==> src/verilog/mdsh_pkg.sv <==
// Purpose: shared constants and types for the modem serial handshake link
// Assumes: one 20 MHz clock on both ends
// Notes:   baud and ring figures are defaults; ends may override by parameter
package mdsh_pkg;
    localparam int          CLK_HZ        = 20_000_000;
    localparam int          BAUD_DEFAULT  = 115_200;
    localparam int          BAUD_DIV      = CLK_HZ / BAUD_DEFAULT;
    localparam int          DATA_BITS     = 8;
    localparam int          SLAVE_IND_HZ  = 1;
    localparam int          SLAVE_IND_DIV = CLK_HZ / SLAVE_IND_HZ;
    localparam int          SLAVE_PULSE_MS = 100;
    localparam int          SLAVE_PULSE_CYC = (CLK_HZ / 1000) * SLAVE_PULSE_MS;
    localparam logic        MARK          = 1'b1;
    localparam logic        SPACE         = 1'b0;
    localparam logic        ACT_LOW_ON    = 1'b0;
    localparam logic        ACT_LOW_OFF   = 1'b1;
    // dtr_action_setting values
    localparam logic [1:0]  DTR_IGNORE    = 2'h0;
    localparam logic [1:0]  DTR_TO_CMD    = 2'h1;
    localparam logic [1:0]  DTR_HANGUP    = 2'h2;
    localparam logic [1:0]  DTR_RESET     = 2'h3;
    // async_mode_setting values
    localparam logic [1:0]  ASYNC_DIRECT  = 2'h0;
    localparam logic [1:0]  ASYNC_SYNC    = 2'h1;

    typedef enum logic [1:0] {
        MDSH_IDLE     = 2'b00,
        MDSH_RINGING  = 2'b01,
        MDSH_ONLINE   = 2'b10,
        MDSH_DISCONN  = 2'b11
    } mdsh_link_t;
endpackage

==> src/verilog/mdsh_if.sv <==
// Purpose: pin bundle between modem device and host terminal
// Assumes: all signals synchronous to the shared clock
// Notes:   active-low control lines end in _n
`timescale 1ns/1ps
`default_nettype none
interface mdsh_if;
    logic rxd;
    logic txd;
    logic ring_n;
    logic dsr_n;
    logic cts_n;
    logic dcd_n;
    logic dtr_n;
    logic rts_n;

    modport device (
        output rxd, ring_n, dsr_n, cts_n, dcd_n,
        input  txd, dtr_n, rts_n
    );
    modport host (
        input  rxd, ring_n, dsr_n, cts_n, dcd_n,
        output txd, dtr_n, rts_n
    );
endinterface
`default_nettype wire

==> src/verilog/mdsh_device.sv <==
// Purpose: modem end of the serial data and modem-control link
// Assumes: line side and command parser are outside, on the user ports
// Notes:   one received host character is held until host_ready takes it
`timescale 1ns/1ps
`default_nettype none
module mdsh_device
    import mdsh_pkg::*;
#(
    parameter int DIV           = BAUD_DIV,
    parameter int WIDTH         = DATA_BITS,
    parameter int SLAVE_DIV     = SLAVE_IND_DIV,
    parameter int SLAVE_PULSE   = SLAVE_PULSE_CYC
) (
    // clock and reset
    input  wire logic             clk,
    input  wire logic             resetn,
    // link
    mdsh_if.device                link,
    // local status and settings
    input  wire logic             local_ready,
    input  wire logic             ring_on,
    input  wire logic             wireless_slave,
    input  wire logic             command_mode,
    input  wire logic             connect_req,
    input  wire logic             carrier_up,
    input  wire logic [1:0]       dtr_action_setting,
    input  wire logic [1:0]       async_mode_setting,
    // responses toward host
    input  wire logic             resp_valid,
    input  wire logic [WIDTH-1:0] resp_data,
    output logic                  resp_ready,
    // line data toward host
    input  wire logic             line_valid,
    input  wire logic [WIDTH-1:0] line_data,
    output logic                  line_ready,
    // characters from host
    output logic                  host_valid,
    output logic [WIDTH-1:0]      host_data,
    input  wire logic             host_ready,
    // line control
    output logic                  off_hook,
    output logic                  enter_command,
    output logic                  hangup,
    output logic                  soft_reset
);
    localparam int PW = $clog2(SLAVE_DIV + 1);
    localparam logic [PW-1:0] PER_M1   = PW'(SLAVE_DIV - 1);
    localparam logic [PW-1:0] PULSE_N  = PW'(SLAVE_PULSE);

    mdsh_link_t       st_q, st_d;
    logic [PW-1:0]    pcnt_q, pcnt_d;
    logic             ring_q, ring_d;
    logic             dsr_q, dsr_d;
    logic             cts_q, cts_d;
    logic             dcd_q, dcd_d;
    logic             hook_q, hook_d;
    logic             cmd_q, cmd_d;
    logic             hup_q, hup_d;
    logic             rst_q, rst_d;
    logic             hv_q, hv_d;
    logic [WIDTH-1:0] hd_q, hd_d;
    logic             tx_valid;
    logic [WIDTH-1:0] tx_data;
    logic             tx_ready;
    logic             rx_valid;
    logic [WIDTH-1:0] rx_data;
    logic             dtr_on;
    logic             ring_act;
    logic             send_resp;
    logic             send_line;

    mdsh_uart #(.DIV(DIV), .WIDTH(WIDTH)) u_uart (
        .clk      (clk),
        .resetn   (resetn),
        .tx_valid (tx_valid),
        .tx_data  (tx_data),
        .tx_ready (tx_ready),
        .tx_line  (link.rxd),
        .rx_line  (link.txd),
        .rx_valid (rx_valid),
        .rx_data  (rx_data)
    );

    assign dtr_on   = (link.dtr_n == ACT_LOW_ON);
    assign ring_act = (ring_q == ACT_LOW_ON);

    // rxd source select
    always_comb begin
        send_resp = tx_ready && resp_valid;
        send_line = tx_ready && !resp_valid && line_valid && !command_mode
                    && (link.rts_n == ACT_LOW_ON) && (st_q == MDSH_ONLINE);
        tx_valid  = send_resp || send_line;
        tx_data   = send_resp ? resp_data : line_data;
    end
    assign resp_ready = send_resp;
    assign line_ready = send_line;

    always_comb begin
        st_d   = st_q;
        pcnt_d = pcnt_q;
        hook_d = hook_q;
        cmd_d  = 1'b0;
        hup_d  = 1'b0;
        rst_d  = 1'b0;
        hv_d   = hv_q;
        hd_d   = hd_q;
        // ring indicate
        if (wireless_slave) begin
            pcnt_d = (pcnt_q == '0) ? PER_M1 : pcnt_q - 1'b1;
            ring_d = (pcnt_q < PULSE_N) ? ACT_LOW_ON : ACT_LOW_OFF;
        end else begin
            pcnt_d = '0;
            ring_d = ring_on ? ACT_LOW_ON : ACT_LOW_OFF;
        end
        // connection
        case (st_q)
            MDSH_IDLE: begin
                hook_d = 1'b0;
                if (ring_on) begin
                    st_d = MDSH_RINGING;
                end else if (dtr_on && connect_req && !ring_act) begin
                    st_d   = MDSH_ONLINE;
                    hook_d = 1'b1;
                end
            end
            MDSH_RINGING: begin
                if (!ring_act && !ring_on && dtr_on && connect_req) begin
                    st_d   = MDSH_ONLINE;
                    hook_d = 1'b1;
                end else if (!ring_on && !connect_req) begin
                    st_d = MDSH_IDLE;
                end
            end
            MDSH_ONLINE: begin
                if (!dtr_on && dtr_action_setting != DTR_IGNORE) begin
                    st_d = MDSH_DISCONN;
                    case (dtr_action_setting)
                        DTR_TO_CMD: cmd_d = 1'b1;
                        DTR_HANGUP: hup_d = 1'b1;
                        default:    rst_d = 1'b1;
                    endcase
                end else if (!carrier_up && async_mode_setting == ASYNC_DIRECT) begin
                    st_d = MDSH_DISCONN;
                    hup_d = 1'b1;
                end
            end
            MDSH_DISCONN: begin
                if (dtr_action_setting != DTR_TO_CMD) begin
                    hook_d = 1'b0;
                end
                if (dtr_on) begin
                    st_d = (hook_q && carrier_up) ? MDSH_ONLINE : MDSH_IDLE;
                end
            end
            default: st_d = MDSH_IDLE;
        endcase
        // host characters, held until taken
        if (hv_q && host_ready) begin
            hv_d = 1'b0;
        end
        if (rx_valid && cts_q == ACT_LOW_ON) begin
            hv_d = 1'b1;
            hd_d = rx_data;
        end
        dsr_d = local_ready ? ACT_LOW_ON : ACT_LOW_OFF;
        cts_d = (local_ready && !(hv_q && !host_ready)) ? ACT_LOW_ON : ACT_LOW_OFF;
        dcd_d = (st_d == MDSH_ONLINE && carrier_up) ? ACT_LOW_ON : ACT_LOW_OFF;
    end

    always_ff @(posedge clk or negedge resetn) begin
        if (!resetn) begin
            st_q   <= MDSH_IDLE;
            pcnt_q <= '0;
            ring_q <= ACT_LOW_OFF;
            dsr_q  <= ACT_LOW_OFF;
            cts_q  <= ACT_LOW_OFF;
            dcd_q  <= ACT_LOW_OFF;
            hook_q <= 1'b0;
            cmd_q  <= 1'b0;
            hup_q  <= 1'b0;
            rst_q  <= 1'b0;
            hv_q   <= 1'b0;
            hd_q   <= '0;
        end else begin
            st_q   <= st_d;
            pcnt_q <= pcnt_d;
            ring_q <= ring_d;
            dsr_q  <= dsr_d;
            cts_q  <= cts_d;
            dcd_q  <= dcd_d;
            hook_q <= hook_d;
            cmd_q  <= cmd_d;
            hup_q  <= hup_d;
            rst_q  <= rst_d;
            hv_q   <= hv_d;
            hd_q   <= hd_d;
        end
    end

    assign link.ring_n   = ring_q;
    assign link.dsr_n    = dsr_q;
    assign link.cts_n    = cts_q;
    assign link.dcd_n    = dcd_q;
    assign host_valid    = hv_q;
    assign host_data     = hd_q;
    assign off_hook      = hook_q;
    assign enter_command = cmd_q;
    assign hangup        = hup_q;
    assign soft_reset    = rst_q;
endmodule
`default_nettype wire

==> src/verilog/mdsh_uart.sv <==
// Purpose: async character transmitter and receiver pair
// Assumes: rx input already synchronous; one start, data lsb first, one stop
// Notes:   tx_ready low while a character is in flight
`timescale 1ns/1ps
`default_nettype none
module mdsh_uart
    import mdsh_pkg::*;
#(
    parameter int DIV   = BAUD_DIV,
    parameter int WIDTH = DATA_BITS
) (
    // clock and reset
    input  wire logic             clk,
    input  wire logic             resetn,
    // transmit side
    input  wire logic             tx_valid,
    input  wire logic [WIDTH-1:0] tx_data,
    output logic                  tx_ready,
    output logic                  tx_line,
    // receive side
    input  wire logic             rx_line,
    output logic                  rx_valid,
    output logic [WIDTH-1:0]      rx_data
);
    localparam int CW = $clog2(DIV + 1);
    localparam int BW = $clog2(WIDTH + 3);
    localparam logic [CW-1:0] DIV_M1  = CW'(DIV - 1);
    localparam logic [CW-1:0] HALF    = CW'(DIV / 2);
    localparam logic [BW-1:0] TX_LAST = BW'(WIDTH + 1);
    localparam logic [BW-1:0] RX_LAST = BW'(WIDTH);

    logic [WIDTH+1:0] tsh_q, tsh_d;
    logic [BW-1:0]    tbit_q, tbit_d;
    logic [CW-1:0]    tcnt_q, tcnt_d;
    logic             tbusy_q, tbusy_d;
    logic             tline_q, tline_d;
    logic [WIDTH-1:0] rsh_q, rsh_d;
    logic [BW-1:0]    rbit_q, rbit_d;
    logic [CW-1:0]    rcnt_q, rcnt_d;
    logic             rbusy_q, rbusy_d;
    logic             rval_q, rval_d;
    logic [WIDTH-1:0] rdat_q, rdat_d;

    always_comb begin
        tsh_d   = tsh_q;
        tbit_d  = tbit_q;
        tcnt_d  = tcnt_q;
        tbusy_d = tbusy_q;
        tline_d = tline_q;
        if (!tbusy_q) begin
            tline_d = MARK;
            if (tx_valid) begin
                tsh_d   = {MARK, tx_data, SPACE};
                tbusy_d = 1'b1;
                tbit_d  = '0;
                tcnt_d  = DIV_M1;
                tline_d = SPACE;
            end
        end else if (tcnt_q != '0) begin
            tcnt_d = tcnt_q - 1'b1;
        end else if (tbit_q == TX_LAST) begin
            tbusy_d = 1'b0;
            tline_d = MARK;
        end else begin
            tbit_d  = tbit_q + 1'b1;
            tcnt_d  = DIV_M1;
            tline_d = tsh_q[tbit_q + 1'b1];
        end
    end

    always_comb begin
        rsh_d   = rsh_q;
        rbit_d  = rbit_q;
        rcnt_d  = rcnt_q;
        rbusy_d = rbusy_q;
        rval_d  = 1'b0;
        rdat_d  = rdat_q;
        if (!rbusy_q) begin
            if (rx_line == SPACE) begin
                rbusy_d = 1'b1;
                rcnt_d  = HALF;
                rbit_d  = '0;
            end
        end else if (rcnt_q != '0) begin
            rcnt_d = rcnt_q - 1'b1;
        end else begin
            rcnt_d = DIV_M1;
            if (rbit_q == '0 && rx_line != SPACE) begin
                rbusy_d = 1'b0;
            end else if (rbit_q == RX_LAST + 1'b1) begin
                rbusy_d = 1'b0;
                if (rx_line == MARK) begin
                    rval_d = 1'b1;
                    rdat_d = rsh_q;
                end
            end else begin
                if (rbit_q != '0) begin
                    rsh_d = {rx_line, rsh_q[WIDTH-1:1]};
                end
                rbit_d = rbit_q + 1'b1;
            end
        end
    end

    always_ff @(posedge clk or negedge resetn) begin
        if (!resetn) begin
            tsh_q   <= '1;
            tbit_q  <= '0;
            tcnt_q  <= '0;
            tbusy_q <= 1'b0;
            tline_q <= MARK;
            rsh_q   <= '0;
            rbit_q  <= '0;
            rcnt_q  <= '0;
            rbusy_q <= 1'b0;
            rval_q  <= 1'b0;
            rdat_q  <= '0;
        end else begin
            tsh_q   <= tsh_d;
            tbit_q  <= tbit_d;
            tcnt_q  <= tcnt_d;
            tbusy_q <= tbusy_d;
            tline_q <= tline_d;
            rsh_q   <= rsh_d;
            rbit_q  <= rbit_d;
            rcnt_q  <= rcnt_d;
            rbusy_q <= rbusy_d;
            rval_q  <= rval_d;
            rdat_q  <= rdat_d;
        end
    end

    assign tx_ready = !tbusy_q;
    assign tx_line  = tline_q;
    assign rx_valid = rval_q;
    assign rx_data  = rdat_q;
endmodule
`default_nettype wire

==> src/flat_wrapper.sv <==
// flat-port wrapper written by rule: the top's interface ports become plain ports
module mdsh_device_flat import mdsh_pkg::*;
#(
    parameter int DIV           = BAUD_DIV,
    parameter int WIDTH         = DATA_BITS,
    parameter int SLAVE_DIV     = SLAVE_IND_DIV,
    parameter int SLAVE_PULSE   = SLAVE_PULSE_CYC
)
  (clk, resetn, local_ready, ring_on, wireless_slave, command_mode, connect_req, carrier_up, dtr_action_setting, async_mode_setting, resp_valid, resp_data, resp_ready, line_valid, line_data, line_ready, host_valid, host_data, host_ready, off_hook, enter_command, hangup, soft_reset, link_rxd, link_ring_n, link_dsr_n, link_cts_n, link_dcd_n, link_txd, link_dtr_n, link_rts_n);
  mdsh_if link_i ();
  input  wire logic clk;
  input  wire logic resetn;
  input  wire logic local_ready;
  input  wire logic ring_on;
  input  wire logic wireless_slave;
  input  wire logic command_mode;
  input  wire logic connect_req;
  input  wire logic carrier_up;
  input  wire logic [1:0] dtr_action_setting;
  input  wire logic [1:0] async_mode_setting;
  input  wire logic resp_valid;
  input  wire logic [WIDTH-1:0] resp_data;
  output logic resp_ready;
  input  wire logic line_valid;
  input  wire logic [WIDTH-1:0] line_data;
  output logic line_ready;
  output logic host_valid;
  output logic [WIDTH-1:0] host_data;
  input  wire logic host_ready;
  output logic off_hook;
  output logic enter_command;
  output logic hangup;
  output logic soft_reset;
  output wire logic [$bits(link_i.rxd)-1:0] link_rxd;
  output wire logic [$bits(link_i.ring_n)-1:0] link_ring_n;
  output wire logic [$bits(link_i.dsr_n)-1:0] link_dsr_n;
  output wire logic [$bits(link_i.cts_n)-1:0] link_cts_n;
  output wire logic [$bits(link_i.dcd_n)-1:0] link_dcd_n;
  input wire logic [$bits(link_i.txd)-1:0] link_txd;
  input wire logic [$bits(link_i.dtr_n)-1:0] link_dtr_n;
  input wire logic [$bits(link_i.rts_n)-1:0] link_rts_n;
  assign link_rxd = link_i.rxd;
  assign link_ring_n = link_i.ring_n;
  assign link_dsr_n = link_i.dsr_n;
  assign link_cts_n = link_i.cts_n;
  assign link_dcd_n = link_i.dcd_n;
  assign link_i.txd = link_txd;
  assign link_i.dtr_n = link_dtr_n;
  assign link_i.rts_n = link_rts_n;
  mdsh_device #(.DIV(DIV), .WIDTH(WIDTH), .SLAVE_DIV(SLAVE_DIV), .SLAVE_PULSE(SLAVE_PULSE)) u_core (.clk(clk), .resetn(resetn), .link(link_i), .local_ready(local_ready), .ring_on(ring_on), .wireless_slave(wireless_slave), .command_mode(command_mode), .connect_req(connect_req), .carrier_up(carrier_up), .dtr_action_setting(dtr_action_setting), .async_mode_setting(async_mode_setting), .resp_valid(resp_valid), .resp_data(resp_data), .resp_ready(resp_ready), .line_valid(line_valid), .line_data(line_data), .line_ready(line_ready), .host_valid(host_valid), .host_data(host_data), .host_ready(host_ready), .off_hook(off_hook), .enter_command(enter_command), .hangup(hangup), .soft_reset(soft_reset));
endmodule
==> config.mk <==
export PLATFORM = sky130hd
export DESIGN_NAME = mdsh_device_flat
export DESIGN_NICKNAME = d
export VERILOG_FILES = /design/src/verilog/mdsh_pkg.sv /design/src/verilog/mdsh_if.sv /design/src/verilog/mdsh_device.sv /design/src/verilog/mdsh_uart.sv /design/src/flat_wrapper.sv
export SDC_FILE = /design/constraint.sdc
export NUM_CORES = 1
export LEC_CHECK = 0
export CAP_MARGIN = 20
export CORE_UTILIZATION = 55
export CTS_CLUSTER_DIAMETER = 80
export DETAILED_ROUTE_END_ITERATION = 6
export DONT_BUFFER_PORTS = 1
export PLACE_DENSITY = 0.76
export SYNTH_ARGS = -nofsm -noshare
export SYNTH_HDL_FRONTEND = slang
export SYNTH_HIERARCHICAL = 1
export SYNTH_SLANG_ARGS = --single-unit
export TNS_END_PERCENT = 100
==> constraint.sdc <==
create_clock -name clk -period 3.55 [get_ports clk]
set_clock_uncertainty 0.05 [all_clocks]
set_input_delay 0.5325 -clock clk [delete_from_list [all_inputs] [get_ports clk]]
set_output_delay 0.5325 -clock clk [all_outputs]
set_load 0.005 [all_outputs]
==> results.json <==
{
  "ys.flop_type": "dfrtp_1",
  "cp_data_required_time_ns": 3.75,
  "layout_min_cycle_time_ns": 2.60,
  "nNetsFinal": 500,
  "hpwl_um": 6050,
  "r2r-end": "u_core/u_uart/tcnt_q[2]$_DFFE_PN0P_",
  "wl_um": 9010,
  "grt_pass1_wl_um": 15900,
  "status": "complete, no violations",
  "worstSetupPathType": "reg -> reg",
  "synth_edf_count": 0,
  "slew_violations": 0,
  "die_h_um": 96.7,
  "drc_errors": 0,
  "die_area_um2": 9340,
  "netlist-cell-type-count": 65,
  "worst_pin_slew_ns": 0.816,
  "reg2reg_depth": 7,
  "grt_remaining_overflow": 0,
  "drt-wirelength-per-cell_um": 15.9,
  "cp_data_arrival_time_ns": 2.80,
  "ant_nets": 0,
  "drt_pass1_iterations": 6,
  "gp_congestion": 0.840,
  "crit_end": "u_core/u_uart/tcnt_q[2]$_DFFE_PN0P_",
  "numCtsBuffers": 9,
  "powerDensity_nw_per_um2": 552,
  "synthCells": 456,
  "post_cts_buffers": 0,
  "fin_crit_sh": 0.731,
  "hold_violations": 0,
  "clk_path_buf_depth": 2,
  "viasPerCell": 6.04,
  "grt_max_degree": 98,
  "syn-mean-instance-area_um2": 10.8,
  "syn2layout_area_growth_pct": 5.94,
  "p_leak_uw": 0.00237,
  "clkTransAtPathRegs_ns": 0.10,
  "setup_viol_count_final": 0,
  "setup.worst_path.start_class": "flip-flop",
  "path_cells": "inv_1 > nand2_1 > inv_1 > or2_2 > o21ai_1 > nand2_1 > a22o_1",
  "pin_count": 54,
  "maxSlewHeadroom": 0.455,
  "port_buffers": 0,
  "crit_path_max_incr_delay_ns": 0.57,
  "antenna_cells": 0,
  "rsz0062_at_grt": "no",
  "synthArstFlopShare": 1.00,
  "fin_tns_setup_ns": 0,
  "r2r-start": "u_core/u_uart/tbusy_q$_DFF_PN0_",
  "die_w_um": 96.7,
  "cts_sinks": 97,
  "crit_path_max_fanout": 14,
  "coreArea_um2": 8680,
  "ys_seq_area_frac": 0.496,
  "hp-class": "in -> async",
  "cts-htree-levels": 3,
  "cap_violations": 0,
  "cts_tree": "yes",
  "fp-row-count": 34,
  "ff2ff_setup_slack_ns": 0.95,
  "ys_ff_latch": 97,
  "cp-end-kind": "flip-flop",
  "grt_pass1_vias": 3346,
  "synth_area_um2": 4930,
  "cp-startpoint": "u_core/u_uart/tbusy_q$_DFF_PN0_",
  "drt_iter0_drc": 143,
  "antenna_found_initial": 0,
  "drive_gt1_frac": 0.193,
  "synthesis.nets": 501,
  "hold-worst-slack_ns": 0.0415,
  "clk_latency_ns": 0.36,
  "clockRootBuffer": "clkbuf_8",
  "slowest_stage": "dfrtp_1",
  "grt_usage": 0.206,
  "ys_warn_count": 6,
  "vias": 3430,
  "vdd_drop_max_uv": 262,
  "start_util": 0.568,
  "fmax_ghz": 0.385
}
[state kept, by name, indices dropped and copies added, names as in the netlist, 2 cells and up]
register and count:
u_core/host_data 8, u_core/u_uart/rsh_q 8, u_core/u_uart/tbit_q 4, u_core/st_q 2
u_core/u_uart/rcnt_q 8, u_core/u_uart/tcnt_q 8, u_core/u_uart/rx_data 8, u_core/u_uart/tsh_q 9
u_core/u_uart/rbit_q 4, u_core/pcnt_q 25
[stage by stage]
stage / util / setup slack [ns] / power [uW] / instance area (um2) / std cells
2_1_floorplan: - / 1.30 / 2020 / 4930 / 456
3_3_place_gp: 0.577 / 1.08 / 2160 / 5010 / 551
3_5_place_dp: 0.577 / 1.00 / 2180 / 5010 / 551
4_1_cts: 0.601 / 0.997 / 2900 / 5220 / 568
5_1_grt: 0.601 / 0.685 / 3090 / 5220 / 568
6_report: 0.601 / 0.954 / 2880 / 5220 / 568
[cell families after synthesis]
kind of cell             share of synthesized area
AO/OA/AOI/OAI                                0.121
XOR/XNOR                                    0.0320
adder cells (fa/ha/maj)                     0.0279
buffers and inverters                       0.0315
flip-flops                                   0.496
multiplexers                                 0.114
AND/OR/NAND/NOR                              0.177
[power breakdown]
part | leakage, uW | total, uW | switching [uW] | internal [uW]
clock network | 0.0000848 | 673 | 406 | 267
logic | 0.00103 | 810 | 469 | 341
registers | 0.00125 | 1400 | 159 | 1240
total | 0.00237 | 2880 | 1030 | 1850
[repair_timing]
| action | 4_1_cts | 5_1_grt |
|---|---|---|
| hold endpoints to repair | 97 | 0 |
| resized for setup | 0 | 0 |
| hold buffers | 1 | 0 |
[layout by cell type (no fill, tap or decap), types with 4 or more instances in the layout]
cell      synthesis  layout
dfrtp_1          83      83
mux2_2           32      32
a21oi_1          29      29
nor2_1           28      28
nand2_1          25      25
o21ai_0          23      23
inv_1            22      22
nand3_1          18      18
dfstp_2          14      14
nor3_1           12      12
xor2_1           11      11
ha_1             11      11
or3_1            10      10
clkbuf_8          0       9
o31ai_1           9       9
nand2b_1          8       8
mux2_4            8       8
xnor2_1           7       7
or4_1             6       6
nand4_1           6       6
mux2i_1           6       6
nor2b_1           5       5
nor4_1            5       5
or2_2             4       4
o21a_1            4       4
[synth_stat cells, drive strengths merged (3+ instances only)]
library cell,count,area (um2)
o21ai,24,120
dfstp,14,368
a21oi,29,145
nor2b,5,31.3
nor4,7,56.3
nor3,12,60.1
clkbuf,10,37.5
nand2,26,100
nand4,6,37.5
or3,10,62.6
o31ai,10,80.1
o21a,4,30.0
or2,5,31.3
inv,22,82.6
nor4b,3,47.5
or4,8,67.6
mux2,40,480
nor2,29,111
ha,11,138
xor2,11,96.3
nand3b,3,22.5
o21bai,3,22.5
buf,5,31.3
dfrtp,83,2080
nand3,19,100
nand2b,8,50.1
mux2i,6,60.1
or4b,3,30.0
xnor2,7,61.3
[critical path, delay by kind of cell (launching register included)]
family                 cells  cell delay [ns]
AND/OR/NAND/NOR            3             0.90
AO/OA/AOI/OAI              2             0.67
flip-flops                 1             0.57
buffers and inverters      2             0.30
[how the worst min path moves through the flow]
stage / start / endpoint / slack (ns) / cells past startpoint
after floorplan: resetn / u_core/enter_command$_DFF_PN0_ / 0.19 / 0
final: resetn / u_core/u_uart/tcnt_q[7]$_DFFE_PN0P_ / 0.04 / 1
after detailed placement: resetn / u_core/u_uart/tbit_q[3]$_DFFE_PN0P_ / 0.19 / 0
after global routing: resetn / u_core/u_uart/tbusy_q$_DFF_PN0_ / 0.07 / 1
after CTS: resetn / u_core/u_uart/tcnt_q[7]$_DFFE_PN0P_ / 0.05 / 1
after global placement: resetn / u_core/u_uart/tbit_q[0]$_DFFE_PN0P_ / 0.19 / 0
[cell type report]
class                           instances  area (um2)
Tap cell                              108         135
Clock buffer                            9         124
Inverter                               23        86.3
Sequential cell                        97        2440
Multi-Input combinational cell        321        2330
Timing Repair Buffer                    3        42.5
Fill cell                             724        3460
Clock inverter                          7        60.1
[per-layer routing]
layer	vias to the layer above	share of wire	track usage	wire [um]
li1	1649	-	-	-
met4	0	0.0073	0.0620	66
met2	90	0.48	0.314	4300
met1	1686	0.47	0.296	4230
met3	5	0.046	0.0441	417
met5	-	0	0	0
Power figures use the tool's default switching activity.
